`src/include/link_sync_pkg.sv`:
```
// Constants, register layout and state encoding for the link sync controller
package link_sync_pkg;

    // APB register offsets (byte addresses)
    localparam logic [11:0] CTRL_OFFSET = 12'h000;
    localparam logic [11:0] LINK_OFFSET = 12'h004;
    localparam logic [11:0] STATUS_OFFSET = 12'h008;

    // CTRL fields
    localparam int CTRL_SUBCLASS_LSB = 0;
    localparam int CTRL_ILAS_EN_BIT = 2;
    localparam int CTRL_ALERT_EN_BIT = 3;
    localparam int CTRL_SCR_EN_BIT = 4;
    localparam logic [1:0] SUBCLASS_RESET = 2'h0;
    localparam logic ILAS_EN_RESET = 1'b1;
    localparam logic ALERT_EN_RESET = 1'b0;
    localparam logic SCR_EN_RESET = 1'b0;

    // LINK fields: octets per frame minus one, frames per multiframe
    // minus one, alert timeout in multiframes
    localparam int LINK_F_LSB = 0;
    localparam int LINK_K_LSB = 8;
    localparam int LINK_TMO_LSB = 16;
    localparam logic [7:0] F_M1_RESET = 8'h01;
    localparam logic [4:0] K_M1_RESET = 5'h08;
    localparam logic [7:0] ALERT_TMO_RESET = 8'h04;

    // STATUS fields
    localparam int STATUS_STATE_LSB = 0;
    localparam int STATUS_ARMED_BIT = 5;
    localparam int STATUS_SYNC_BIT = 6;
    localparam int STATUS_LANE_LSB = 8;

    // Subclass codes
    localparam logic [1:0] SUBCLASS_0 = 2'h0;
    localparam logic [1:0] SUBCLASS_1 = 2'h1;
    localparam logic [1:0] SUBCLASS_2 = 2'h2;

    // Control characters as octets (K flag set alongside)
    localparam logic [7:0] K28_0 = 8'h1c;
    localparam logic [7:0] K28_3 = 8'h7c;
    localparam logic [7:0] K28_4 = 8'h9c;
    localparam logic [7:0] K28_5 = 8'hbc;

    // Frame clock edges needed to recognise a sync request
    localparam logic [2:0] SYNC_DET_EDGES = 3'h5;
    // Multiframes in the lane alignment sequence, minus one
    localparam logic [1:0] ILAS_MF_LAST = 2'h3;

    typedef enum logic [4:0] {
        ST_CGS = 5'b00001,
        ST_WAIT = 5'b00010,
        ST_K5MF = 5'b00100,
        ST_ILAS = 5'b01000,
        ST_DATA = 5'b10000
    } link_state_t;

endpackage : link_sync_pkg

```
`src/core/link_sync.sv`:
```
// Transmit link synchronisation: frame clocks, sync, ILAS and APB regs
//
// The register addresses and register access over APB are this design's own decisions.
`timescale 1ns/1ps

module link_sync
    import link_sync_pkg::*;
(
    // Clock and reset
    input wire logic pclk,
    input wire logic presetn,
    // APB slave
    input wire logic psel,
    input wire logic penable,
    input wire logic pwrite,
    input wire logic [11:0] paddr,
    input wire logic [31:0] pwdata,
    output logic [31:0] prdata,
    output logic pready,
    output logic pslverr,
    // Link control inputs
    input wire logic sync_n,
    input wire logic sysref,
    // Sample octets from framing
    input wire logic [7:0] sample_octet,
    // Lane octet stream to the encoder
    output logic [7:0] tx_octet,
    output logic tx_is_k,
    output logic tx_scramble,
    output logic lmfc_strobe
);

    logic [1:0] subclass_reg;
    logic ilas_en_reg, alert_en_reg, scr_en_reg;
    logic [7:0] f_m1_reg, tmo_reg;
    logic [4:0] k_m1_reg;
    logic [31:0] prdata_reg;
    logic pready_reg, pslverr_reg;

    link_state_t state_reg, state_next;
    logic sync_q_reg, sync_prev_reg, sysref_q_reg, sysref_prev_reg;
    logic [7:0] oct_cnt_reg, oct_cnt_next;
    logic [4:0] frame_cnt_reg, frame_cnt_next;
    logic [2:0] low_cnt_reg, low_cnt_next;
    logic [1:0] ilas_mf_reg, ilas_mf_next;
    logic [7:0] lane_cnt_reg, lane_cnt_next;
    logic armed_reg, armed_next;
    logic [7:0] tmo_cnt_reg, tmo_cnt_next;
    logic [7:0] tx_octet_reg, tx_octet_next;
    logic tx_is_k_reg, tx_is_k_next;
    logic tx_scr_reg, lmfc_reg;

    // APB decode
    wire setup = psel & ~penable;
    wire access_done = psel & penable & pready_reg;
    wire hit_ctrl = (paddr == CTRL_OFFSET);
    wire hit_link = (paddr == LINK_OFFSET);
    wire hit_status = (paddr == STATUS_OFFSET);
    wire unmapped = ~(hit_ctrl | hit_link | hit_status);
    wire wr_ctrl = access_done & pwrite & hit_ctrl;
    wire wr_link = access_done & pwrite & hit_link;

    wire [31:0] ctrl_rd = {27'h0, scr_en_reg, alert_en_reg, ilas_en_reg,
                           subclass_reg};
    wire [31:0] link_rd = {8'h0, tmo_reg, 3'h0, k_m1_reg, f_m1_reg};
    wire [31:0] status_rd = {16'h0, lane_cnt_reg, 1'b0, sync_q_reg,
                             armed_reg, state_reg};
    wire [31:0] rd_mux = hit_ctrl ? ctrl_rd :
                         hit_link ? link_rd :
                         hit_status ? status_rd : 32'h0;

    // Frame and multiframe position
    wire sc0 = (subclass_reg == SUBCLASS_0);
    wire sc1 = (subclass_reg == SUBCLASS_1);
    wire sc2 = (subclass_reg == SUBCLASS_2);
    wire frame_start = (oct_cnt_reg == 8'h00);
    wire frame_last = (oct_cnt_reg == f_m1_reg);
    wire mf_start = frame_start && (frame_cnt_reg == 5'h00);
    wire mf_last = frame_last && (frame_cnt_reg == k_m1_reg);
    wire sync_rise = sync_q_reg & ~sync_prev_reg;
    wire sysref_rise = sysref_q_reg & ~sysref_prev_reg;

    // Clock resets; subclass 0 has no source of its own
    wire sysref_rst = sc1 && sysref_rise
                      && (!alert_en_reg || armed_reg);
    wire sync_rst = sc2 && (state_reg == ST_CGS) && sync_rise;
    wire clk_rst = sysref_rst | sync_rst;
    // Subclass 0 with ILAS restarts the multiframe marker at the frame edge
    wire mf_rst = sc0 && ilas_en_reg && (state_reg == ST_WAIT)
                  && frame_last;
    wire cgs_go = (state_reg != ST_CGS) && frame_last
                  && (low_cnt_reg == SYNC_DET_EDGES);
    wire tmo_hit = ({1'b0, tmo_cnt_reg} + 9'h001) >= {1'b0, tmo_reg};

    always_comb
    begin
        if (clk_rst || frame_last)
            oct_cnt_next = 8'h00;
        else
            oct_cnt_next = oct_cnt_reg + 8'h01;
        if (clk_rst || mf_rst || mf_last)
            frame_cnt_next = 5'h00;
        else if (frame_last)
            frame_cnt_next = frame_cnt_reg + 5'h01;
        else
            frame_cnt_next = frame_cnt_reg;
    end

    // Sync request counted in frame clock edges while held low
    assign low_cnt_next = sync_q_reg ? 3'h0
        : (frame_start && low_cnt_reg != SYNC_DET_EDGES)
        ? low_cnt_reg + 3'h1 : low_cnt_reg;

    // Alert mode arm and timeout
    always_comb
    begin
        armed_next = armed_reg;
        tmo_cnt_next = tmo_cnt_reg;
        if (!alert_en_reg || !sc1)
        begin
            armed_next = 1'b0;
            tmo_cnt_next = 8'h00;
        end
        else if (sysref_rise)
        begin
            armed_next = ~armed_reg;
            tmo_cnt_next = 8'h00;
        end
        else if (armed_reg && mf_start)
        begin
            if (tmo_hit)
                armed_next = 1'b0;
            else
                tmo_cnt_next = tmo_cnt_reg + 8'h01;
        end
    end

    // Link sequencing; a request may come in any state
    always_comb
    begin
        state_next = state_reg;
        ilas_mf_next = ilas_mf_reg;
        case (state_reg)
            ST_CGS:
            begin
                if (sync_rise)
                    state_next = sc2 ? ST_K5MF : ST_WAIT;
            end
            ST_WAIT:
            begin
                if (sc0 ? frame_last : mf_last)
                    state_next = ilas_en_reg ? ST_ILAS : ST_DATA;
                ilas_mf_next = 2'h0;
            end
            ST_K5MF:
            begin
                // Counters were zeroed on entry: this is a full multiframe
                if (mf_last)
                    state_next = ilas_en_reg ? ST_ILAS : ST_DATA;
                ilas_mf_next = 2'h0;
            end
            ST_ILAS:
            begin
                if (mf_last)
                begin
                    ilas_mf_next = ilas_mf_reg + 2'h1;
                    if (ilas_mf_reg == ILAS_MF_LAST)
                        state_next = ST_DATA;
                end
            end
            ST_DATA:
            begin
                state_next = ST_DATA;
            end
            default:
            begin
                state_next = ST_CGS;
            end
        endcase
        if (cgs_go)
            state_next = ST_CGS;
    end

    // Octet mux; state changes that alter the octet fall on frame edges so frames align
    wire in_ilas = (state_reg == ST_ILAS);
    wire is_second = (f_m1_reg == 8'h00)
                     ? (frame_cnt_reg == 5'h01 && oct_cnt_reg == 8'h00)
                     : (frame_cnt_reg == 5'h00 && oct_cnt_reg == 8'h01);
    always_comb
    begin
        tx_octet_next = K28_5;
        tx_is_k_next = 1'b1;
        lane_cnt_next = 8'h00;
        if (in_ilas || state_reg == ST_DATA)
            lane_cnt_next = lane_cnt_reg + 8'h01;
        if (in_ilas)
        begin
            if (mf_start)
                tx_octet_next = K28_0;
            else if (mf_last)
                tx_octet_next = K28_3;
            else if (ilas_mf_reg == 2'h1 && is_second)
                tx_octet_next = K28_4;
            else
            begin
                tx_octet_next = lane_cnt_reg;
                tx_is_k_next = 1'b0;
            end
        end
        else if (state_reg == ST_DATA)
        begin
            tx_octet_next = sample_octet;
            tx_is_k_next = 1'b0;
        end
    end

    always_ff @(posedge pclk or negedge presetn)
    begin
        if (!presetn)
        begin
            subclass_reg <= SUBCLASS_RESET;
            ilas_en_reg <= ILAS_EN_RESET;
            alert_en_reg <= ALERT_EN_RESET;
            scr_en_reg <= SCR_EN_RESET;
            f_m1_reg <= F_M1_RESET;
            k_m1_reg <= K_M1_RESET;
            tmo_reg <= ALERT_TMO_RESET;
            prdata_reg <= 32'h0;
            pready_reg <= 1'b0;
            pslverr_reg <= 1'b0;
        end
        else
        begin
            pready_reg <= setup;
            pslverr_reg <= setup & unmapped;
            if (setup)
                prdata_reg <= unmapped ? 32'h0 : rd_mux;
            if (wr_ctrl)
            begin
                subclass_reg <= pwdata[CTRL_SUBCLASS_LSB +: 2];
                ilas_en_reg <= pwdata[CTRL_ILAS_EN_BIT];
                alert_en_reg <= pwdata[CTRL_ALERT_EN_BIT];
                scr_en_reg <= pwdata[CTRL_SCR_EN_BIT];
            end
            if (wr_link)
            begin
                f_m1_reg <= pwdata[LINK_F_LSB +: 8];
                k_m1_reg <= pwdata[LINK_K_LSB +: 5];
                tmo_reg <= pwdata[LINK_TMO_LSB +: 8];
            end
        end
    end

    always_ff @(posedge pclk or negedge presetn)
    begin
        if (!presetn)
        begin
            state_reg <= ST_CGS;
            sync_q_reg <= 1'b0;
            sync_prev_reg <= 1'b0;
            sysref_q_reg <= 1'b0;
            sysref_prev_reg <= 1'b0;
            oct_cnt_reg <= 8'h00;
            frame_cnt_reg <= 5'h00;
            low_cnt_reg <= 3'h0;
            ilas_mf_reg <= 2'h0;
            lane_cnt_reg <= 8'h00;
            armed_reg <= 1'b0;
            tmo_cnt_reg <= 8'h00;
            tx_octet_reg <= K28_5;
            tx_is_k_reg <= 1'b1;
            tx_scr_reg <= 1'b0;
            lmfc_reg <= 1'b0;
        end
        else
        begin
            sync_q_reg <= sync_n;
            sync_prev_reg <= sync_q_reg;
            sysref_q_reg <= sysref;
            sysref_prev_reg <= sysref_q_reg;
            state_reg <= state_next;
            oct_cnt_reg <= oct_cnt_next;
            frame_cnt_reg <= frame_cnt_next;
            low_cnt_reg <= low_cnt_next;
            ilas_mf_reg <= ilas_mf_next;
            lane_cnt_reg <= lane_cnt_next;
            armed_reg <= armed_next;
            tmo_cnt_reg <= tmo_cnt_next;
            tx_octet_reg <= tx_octet_next;
            tx_is_k_reg <= tx_is_k_next;
            // Scrambling only on sample data, never on ILAS
            tx_scr_reg <= scr_en_reg && (state_reg == ST_DATA);
            lmfc_reg <= mf_start;
        end
    end

    assign prdata = prdata_reg;
    assign pready = pready_reg;
    assign pslverr = pslverr_reg;
    assign tx_octet = tx_octet_reg;
    assign tx_is_k = tx_is_k_reg;
    assign tx_scramble = tx_scr_reg;
    assign lmfc_strobe = lmfc_reg;
endmodule : link_sync

```
`config.mk`:
```
export PLATFORM = sky130hd
export DESIGN_NAME = link_sync
export DESIGN_NICKNAME = d
export VERILOG_FILES = /design/src/include/link_sync_pkg.sv /design/src/core/link_sync.sv
export SDC_FILE = /design/constraint.sdc
export NUM_CORES = 1
export LEC_CHECK = 0
export BUFFER_PORTS_ARGS = -buffer_cell sky130_fd_sc_hd__buf_4
export CORE_MARGIN = 5
export CORE_UTILIZATION = 39
export CTS_CLUSTER_SIZE = 30
export DETAILED_ROUTE_END_ITERATION = 8
export GPL_ROUTABILITY_DRIVEN = 0
export PLACE_DENSITY = 0.59
export SLEW_MARGIN = 25
export SYNTH_ARGS = -nofsm -noshare
export SYNTH_HDL_FRONTEND = slang
export SYNTH_SLANG_ARGS = --single-unit
```
`constraint.sdc`:
```
create_clock -name pclk -period 7.24 [get_ports pclk]
set_clock_uncertainty 0.05 [all_clocks]
set_input_delay 0.362 -clock pclk [delete_from_list [all_inputs] [get_ports pclk]]
set_output_delay 0.362 -clock pclk [all_outputs]
set_load 0.005 [all_outputs]
```
# == After elaboration in Yosys (flattened, before gate mapping) ==
# Index checks and enable logic that the tools add are counted.
# totals
word_cells,157
output_inout_bits,45
reg_bits,115
# op_classes
reduce_logical,40
n_lt_le_gt_ge,1
n_eq_ne,25
bitwise,17
n_addsub,7
n_mux,41
# op_table
op,count
$mux 8,11
$mux 24,3
$mux 5,9
$pmux 5 s5,1
$add 8x1->8 const B,3
$logic_and 1x1->1,17
$logic_not 8->1,2
$mux 16,1
$eq 12x3->1 const B,1
$eq 12x4->1 const B,1
$logic_not 12->1,1
$ne 3x3->1 const B,4
$mux 1,11
$eq 5x1->1 const B,2
$add 8x1->9 const B,1
$and 1x1->1,9
$ge 9x8->1,1
$mux 3,3
$ne 3x2->1 const B,3
$eq 8x1->1 const B,1
$eq 8x8->1,1
$logic_or 1x1->1,6
$reduce_and 2->1,3
$reduce_bool 2->1,3
other kinds (23),33

# == Depth between registers and ports, before layout ==
# Gate-level depths: netlist of run 1.
# logic_depth
word_depth,8
ltp_mapped,12
depth_no_buf,11

# == Worst setup path after synthesis of run 1 ==
# Ideal clock, no wire load.
# synth_path
path_type,reg-to-reg
startpoint,register tmo_cnt_reg[2]
endpoint,register tmo_cnt_reg[6]
stages_incl_launch_ff,12
setup_ps,80
slack_ps,4377
path_buffers,1
t_arrival_ps,2733
path_cell_list,dfrtp_1 -> nand3_1 -> or2_2 -> or2_2 -> xnor2_1 -> ha_1 -> o21a_1 -> a221oi_4 -> o2111ai_2 -> buf_6 -> or3_1 -> a21oi_1
# synth_between
elab_chain_cells,5
# synth_lines
item,line_no,source
start: declaration,link_sync.sv:48,"logic [7:0] tmo_cnt_reg, tmo_cnt_next;"
start signal: assignment,link_sync.sv:288,tmo_cnt_reg <= tmo_cnt_next;
branches (longest 5 deep; another with $add 8x1->9),-,
# Parallel ways; which one is timed is not known. The select of a mux whose other input is x is not followed.
# A chain may end at the register's enable or synchronous reset.

# == Final worst setup path of run 1 ==
# layout_path
startpoint,register tmo_cnt_reg[2]
endpoint,register tmo_cnt_reg[4]
# Same word-level chain as after synthesis.

==> flow_summary.toml, run 1 <==
[layout]
largest_register_ffs = 24
fillers = 1351
fin_nets = 674
drive_gt1_share_pct = 25.5
syn2layout_area_growth_pct = 19.5
diodes = 0

[clock_network]
post-cts-setup-buffers = 0
path_clk_slew_ns = 0.07
clock-root-buffer = "clkbuf_16"
htree_levels = 3
clk-insertion-delay-late_ns = 0.35
cts_tree = "yes"
cts.sinks = 107
cts_buffer_depth = 2
numCtsBuffers = 9

[timing]
setup_viol_count_final = 0
whs_ns = 0.0651
slew_headroom_pct = 49.5
setup_tns_ns = 0
fin_crit_ns = 3.26
rsz0062_at_grt = "false"
worst_pin_slew_ns = 0.758
hold_viol_final = 0
max_freq_ghz = 0.307
drv_slew = 0
fin_crit_sh_pct = 45.0

[detailed_routing]
ant_nets = 0
vias = 4075
viasPerCell = 5.22
drt-initial-drc-count = 285
wl_per_cell_microns = 17.1
dr.pass1.iters = 4
post-route-drc-count = 0
wirelength_microns = 13300

[worst_setup_path]
reg2reg_setup_slack_ns = 3.98
cp-startpoint = "tmo_cnt_reg[2]$_DFFE_PN0P_"
endpoint_kind = "register"
crit_end = "tmo_cnt_reg[4]$_DFFE_PN0P_"
r2r-start = "tmo_cnt_reg[2]$_DFFE_PN0P_"
path_max_fanout = 15
worstPathRequired_ns = 7.47
regToRegEndpoint = "tmo_cnt_reg[4]$_DFFE_PN0P_"
path_class = "reg -> reg"
worstSetupStartpointType = "register"
cp.arrival_ns = 3.49
worst-r2r-cell-count = 10

[floorplan]
num_io_pins = 104
core_region_area_sq_mm = 0.0138
die_y_microns = 128
row_count = 43
die_width_microns = 128
start_util_pct = 39.4
die_area_sq_mm = 0.0164

[placement]
io_buffers = 84
hpwl_microns = 9980

[global_route]
grt_use_total_pct = 17.1
grt_pass1_vias = 4137
grt_pass1_wl_microns = 21900
overflow = 0
antenna_found_initial = 1
grt_max_degree = 85

[yosys]
async_reset_ff_share_pct = 100
avgSynthCellArea_sq_um = 10.6
yosysTopAreaCellShare_pct = 44.3
ys.flop_type = "dfrtp_1"
syn_area_sq_mm = 0.00543
syn_inst = 512
ys_seq_elements = 107
synth_cell_type_count = 62
synth_edf_count = 0
synth-seq-area-share_pct = 49.6
yosysWarnings = 0
synth_area_leader_cell = "dfrtp_1"
synth_area_leaders = "dfrtp_1, dfstp_2, ha_1"

[pwr]
p_leak_nw = 2.99
power_density_mw_per_mm2 = 188
vdd_drop_max_mv = 0.101

[worst_hold_path]
hold_path.class = "in -> reg"

[outcome]
outcome = "complete, no violations"

[flow_run]
drv_cap = 0
-- how the worst min path moves through the flow --
stage	depth (start not counted)	to	from	slack [ns]
after global routing	1	sysref_q_reg$_DFF_PN0_	sysref	0.05
final	1	sync_q_reg$_DFF_PN0_	sync_n	0.07
after detailed placement	1	pslverr$_DFF_PN0_	presetn	0.23
after CTS	1	sync_q_reg$_DFF_PN0_	sync_n	0.05
after global placement	1	pslverr$_DFF_PN0_	presetn	0.23
after floorplan	0	alert_en_reg$_DFFE_PN0P_	presetn	0.02
-- critical path: stages (launching register included) --
cell and delay, ns:
dfrtp_1 0.42, nand3_1 0.16, or2_2 0.37, or2_2 0.33, xnor2_1 0.14, ha_1 0.28
o21a_1 0.14, a221oi_4 0.29, o2111ai_2 0.34, or3_2 0.52, a21oi_1 0.15
-- stage by stage --
stage	power (mW)	area (sq um)	worst slack [ns]	instances	util (%)
4_1_cts	1.23	6480	3.97	780	47.0
2_1_floorplan	0.714	5450	4.38	519	-
5_1_grt	1.28	6480	3.69	780	47.1
3_5_place_dp	0.775	6200	4.01	763	45.0
3_3_place_gp	0.771	6200	4.03	763	45.0
6_report	1.22	6480	3.98	780	47.1
-- repair_timing --
action	4_1_cts	5_1_grt
hold buffers	1	0
gates resized for setup	0	0
setup endpoints to repair	0	0
hold endpoints to repair	22	0
-- cells by family (layout without fill, tap and decap cells) --
family                   after synthesis  count (layout)  synth area share (%)
AO/OA/AOI/OAI                        105             105                  13.9
XOR/XNOR                              38              38                  6.13
adder cells (fa/ha/maj)               20              20                  4.61
buffers and inverters                 43             124                  3.78
flip-flops                           107             107                  49.6
multiplexers                          22              22                  4.84
other                                  1               8                0.0691
AND/OR/NAND/NOR                      176             176                  17.1
-- cell usage after synthesis, types with 3 or more instances --
master	count
dfstp_2	11
inv_1	19
a22oi_1	8
nor3_1	6
o22a_1	5
o31ai_1	14
o21ai_0	21
nand4_1	6
xor2_1	14
or4_1	4
nand2_1	48
nand2b_1	4
mux2_4	5
a21oi_1	21
a22o_1	16
xnor2_1	24
or3_2	4
and4_1	3
or2_2	3
and3_1	7
ha_1	20
clkbuf_1	10
buf_4	9
o21a_1	3
nor2_1	41
mux2_2	14
dfrtp_1	96
nand3b_1	3
nor2b_1	8
or3_1	3
mux2i_1	3
nand3_1	20
-- routing by layer --
metal	up-vias	GRT usage [%]	part of all wire [%]
met5	-	0	0
met4	0	6.87	3.2
met3	29	4.83	6.7
met2	118	26.1	46
met1	1968	23.1	44
li1	1960	-	-
-- layout by cell type (no fill, tap or decap), types with 5 or more instances in the layout --
cell	instances
dfrtp_1	96
buf_4	86
nand2_1	48
nor2_1	41
xnor2_1	24
a21oi_1	21
o21ai_0	21
nand3_1	20
ha_1	20
inv_1	19
a22o_1	16
xor2_1	14
mux2_2	14
o31ai_1	14
dfstp_2	11
clkbuf_16	9
a22oi_1	8
conb_1	8
and3_1	7
nor3_1	6
nor2b_1	6
nand4_1	6
o22a_1	5
mux2_4	5
-- area by class of cell --
type | instances | area, sq um | area share, %
clock inverters | 2 | 12.5 | 0.193
clock buffers | 14 | 254 | 3.92
flip-flops and latches | 107 | 2690 | 41.5
well taps | 180 | 225 | 3.47
multi-input cells | 369 | 2560 | 39.5
inverters | 20 | 75.1 | 1.16
repair buffers | 88 | 667 | 10.3
-- power by group --
part | leakage, nW | internal, mW | switching [mW]
clock network | 0.127 | 0.243 | 0.211
logic | 1.46 | 0.0528 | 0.0786
registers | 1.41 | 0.614 | 0.0190
total | 2.99 | 0.910 | 0.308
No activity file was read; power rests on OpenSTA's default activity.
==> run 2, diff against run 1 <==
- ABC_AREA: not set -> 1
- PLACE_DENSITY: 0.59 -> 0.61
- clock period: 7.24 -> 2.8 ns (I/O delays scaled with it)
==> run 2 against run 1 <==
Against the previous run: global-route usage decreased by 0.13 points; maximum frequency increased by 29%; sequential share of layout area decreased by 3.2 points; critical path type unchanged.
==> flow_summary.toml, run 2 <==
[timing]
setup_viol_count_final = 0
drv_slew = 0
rsz0062_at_grt = "false"
max_freq_ghz = 0.395
setup_slack_ns = 0.267
setup_tns_ns = 0
fin_crit_sh_pct = 90.5
slew_headroom_pct = 44.2
worst_pin_slew_ns = 0.832
hold_viol_final = 0
fin_crit_ns = 2.53

[placement]
io_buffers = 84
dpl-instance-area_sq_mm = 0.00646
hpwl_microns = 10900
dp_slack_ns = 0.0796
dp.cells = 966

[worst_setup_path]
r2r-start = "tmo_cnt_reg[2]$_DFFE_PN0P_"
cp-startpoint = "tmo_cnt_reg[2]$_DFFE_PN0P_"
worstSetupStartpointType = "register"
path_max_fanout = 8
crit_family = "simple AND/OR/NAND/NOR gates"
cp_cell_sequence = "inv_1, nor3_2, nand2_1, nor3_2, nand2_1, xor2_1, ha_1, nand3_1, nor3_1, nor3_2, nand3_2, nor2_4, nand2_1, o21ai_1"
cp.arrival_ns = 2.77
path_class = "reg -> reg"
cp_slowest_cell = "dfrtp_1"
cp_slowest_stage_delay_ns = 0.38
worstPathRequired_ns = 3.03
endpoint_kind = "register"
path_buf_inv = 1

[layout]
diodes = 0
fillers = 1397
fin_nets = 898
final_design_area_no_fill_sq_mm = 0.00702
drive_gt1_share_pct = 19.5
syn2layout_area_growth_pct = 24.1
mostFrequentLayoutCells = "nand2_1, dfrtp_1, inv_1"
final_common_cell = "nand2_1"
seqCellArea_sq_mm = 0.00269
multi_input_area_sq_mm = 0.00250
fin_cells = 1008
largest_register_ffs = 24

[detailed_routing]
post-route-drc-count = 0
wl_per_cell_microns = 14.0
ant_nets = 0
viasPerCell = 4.83
wirelength_microns = 14100
dr.pass1.iters = 4
drt-initial-drc-count = 291
vias = 4868

[worst_hold_path]
hold_path.class = "in -> reg"
hold_path_startpoint = "pwdata[9]"

[yosys]
yosysTopAreaCellShare_pct = 42.4
synth_edf_count = 0
avgSynthCellArea_sq_um = 8.03
async_reset_ff_share_pct = 100
synth_area_leader_cell = "dfrtp_1"
ys_seq_elements = 107
syn_area_sq_mm = 0.00566
ys.flop_type = "dfrtp_1"
ys_top_cells_by_count = "nand2_1, dfrtp_1, inv_1"
syn_inst = 705
synth_area_leaders = "dfrtp_1, nand2_1, inv_1"
yosysWarnings = 0
yosysMostFrequentCell = "nand2_1"
synth-seq-area-share_pct = 47.6
synth_cell_type_count = 42

[pwr]
seqPwrFrac_pct = 49.2
p_leak_nw = 3.58
vdd_drop_max_mv = 0.256
pwr-share-clk_pct = 36.4
power_density_mw_per_mm2 = 486
p_int_mw = 2.46
p_sw_mw = 0.953
comb_power_share_pct = 14.4
switching_share_pct = 27.9

[clock_network]
clock-root-buffer = "clkbuf_16"
clk-insertion-delay-late_ns = 0.36
post-cts-setup-buffers = 0
cts_tree = "yes"
htree_levels = 3
path_clk_slew_ns = 0.07
numCtsBuffers = 9
cts_buffer_depth = 2
cts.sinks = 107

[global_route]
overflow = 0
grt_max_degree = 51
grt_pass1_vias = 4696
antenna_found_initial = 0
grt_pass1_wl_microns = 22700
grt_use_total_pct = 17.0

[floorplan]
die_width_microns = 130
row_count = 44
core_region_area_sq_mm = 0.0144
die_y_microns = 130
num_io_pins = 104
die_area_sq_mm = 0.0170
start_util_pct = 39.4

[flow_run]
drv_cap = 0

[outcome]
outcome = "complete, no violations"
run 2: cell types whose count changed after synthesis, sizes merged, moves of 7 or more:
cell	delta
nor2b	-8
xnor2	-21
nor2	+29
and3	-8
o31ai	-10
a22oi	-8
mux2	-17
nor3	+11
a22o	-16
nand3	+10
or3	-7
o21ai	+24
nand2	+160
inv	+80
run 2: per-stage QoR:
step                      utilization [%]  total power, mW  hold slack [ns]
after global placement               45.0             2.16            0.169
after detailed placement             45.0             2.17            0.168
after global routing                 48.9             3.58           0.0313
after CTS                            48.8             3.44          0.00649
final                                48.9             3.41           0.0123
after floorplan                         -             2.01           -0.206
run 2: cell families (layout without fill, tap and decap cells):
kind of cell / count (synthesis) / in the layout / share of synthesized area (%)
adders and majority gates: 20 / 20 / 4.42
and+or+nand+nor: 349 / 349 / 27.5
DFF: 107 / 107 / 47.6
AOI/OAI and AO/OA: 92 / 92 / 9.06
xor gates and xnor gates: 13 / 13 / 2.01
other: 1 / 8 / 0.0663
buffers and inverters: 121 / 233 / 8.95
muxes: 2 / 2 / 0.464
run 2: worst register-to-register path, stage by stage, from the launching register on:
cell and delay, ns:
dfrtp_1 0.38, inv_1 0.08, nor3_2 0.23, nand2_1 0.13
nor3_2 0.18, nand2_1 0.10, xor2_1 0.21, ha_1 0.28
nand3_1 0.08, nor3_1 0.05, nor3_2 0.20, nand3_2 0.14
nor2_4 0.19, nand2_1 0.08, o21ai_1 0.09
run 2: power by group through the flow:
stage,Clock (mW),Sequential (mW),Combinational (mW)
6_report,1.24,1.68,0.491
5_1_grt,1.32,1.69,0.566
4_1_cts,1.27,1.68,0.495
3_5_place_dp,0,1.71,0.465
3_3_place_gp,0,1.71,0.452
2_1_floorplan,0,1.69,0.323
run 2: final timing paths:
kind	slack (ns)	cells past startpoint	endpoint
worst max-delay path	0.27	14	tmo_cnt_reg[1]$_DFFE_PN0P_
worst min-delay path	0.01	3	k_m1_reg[1]$_DFFE_PN0P_
worst max register to register	0.27	14	tmo_cnt_reg[1]$_DFFE_PN0P_
worst min register to register	0.34	0	sysref_prev_reg$_DFF_PN0_
max in group asynchronous	1.58	3	k_m1_reg[3]$_DFFE_PN1P_
min in group asynchronous	0.31	2	lmfc_strobe$_DFF_PN0_
run 2: layer usage:
metal  GRT usage, %  part of all wire [%]  routed length [microns]
met4           6.53                   2.0                      285
met2           28.3                    49                     6850
met1           22.6                    45                     6390
met5              0                     0                        0
met3           2.28                   4.2                      586
run 2: layout make-up:
cell class              instances  area share, %
clock inverters                 6          0.677
well taps                     184           3.28
flip-flops and latches        107           38.3
clock buffers                  10           3.40
repair buffers                115           13.2
multi-input cells             484           35.6
inverters                     102           5.45
run 2: repair_timing:
action / CTS / global route
hold endpoints to repair: 66 / 0
endpoints found under the setup margin: 0 / 9
resized for setup: 0 / 3
hold buffers: 26 / 0
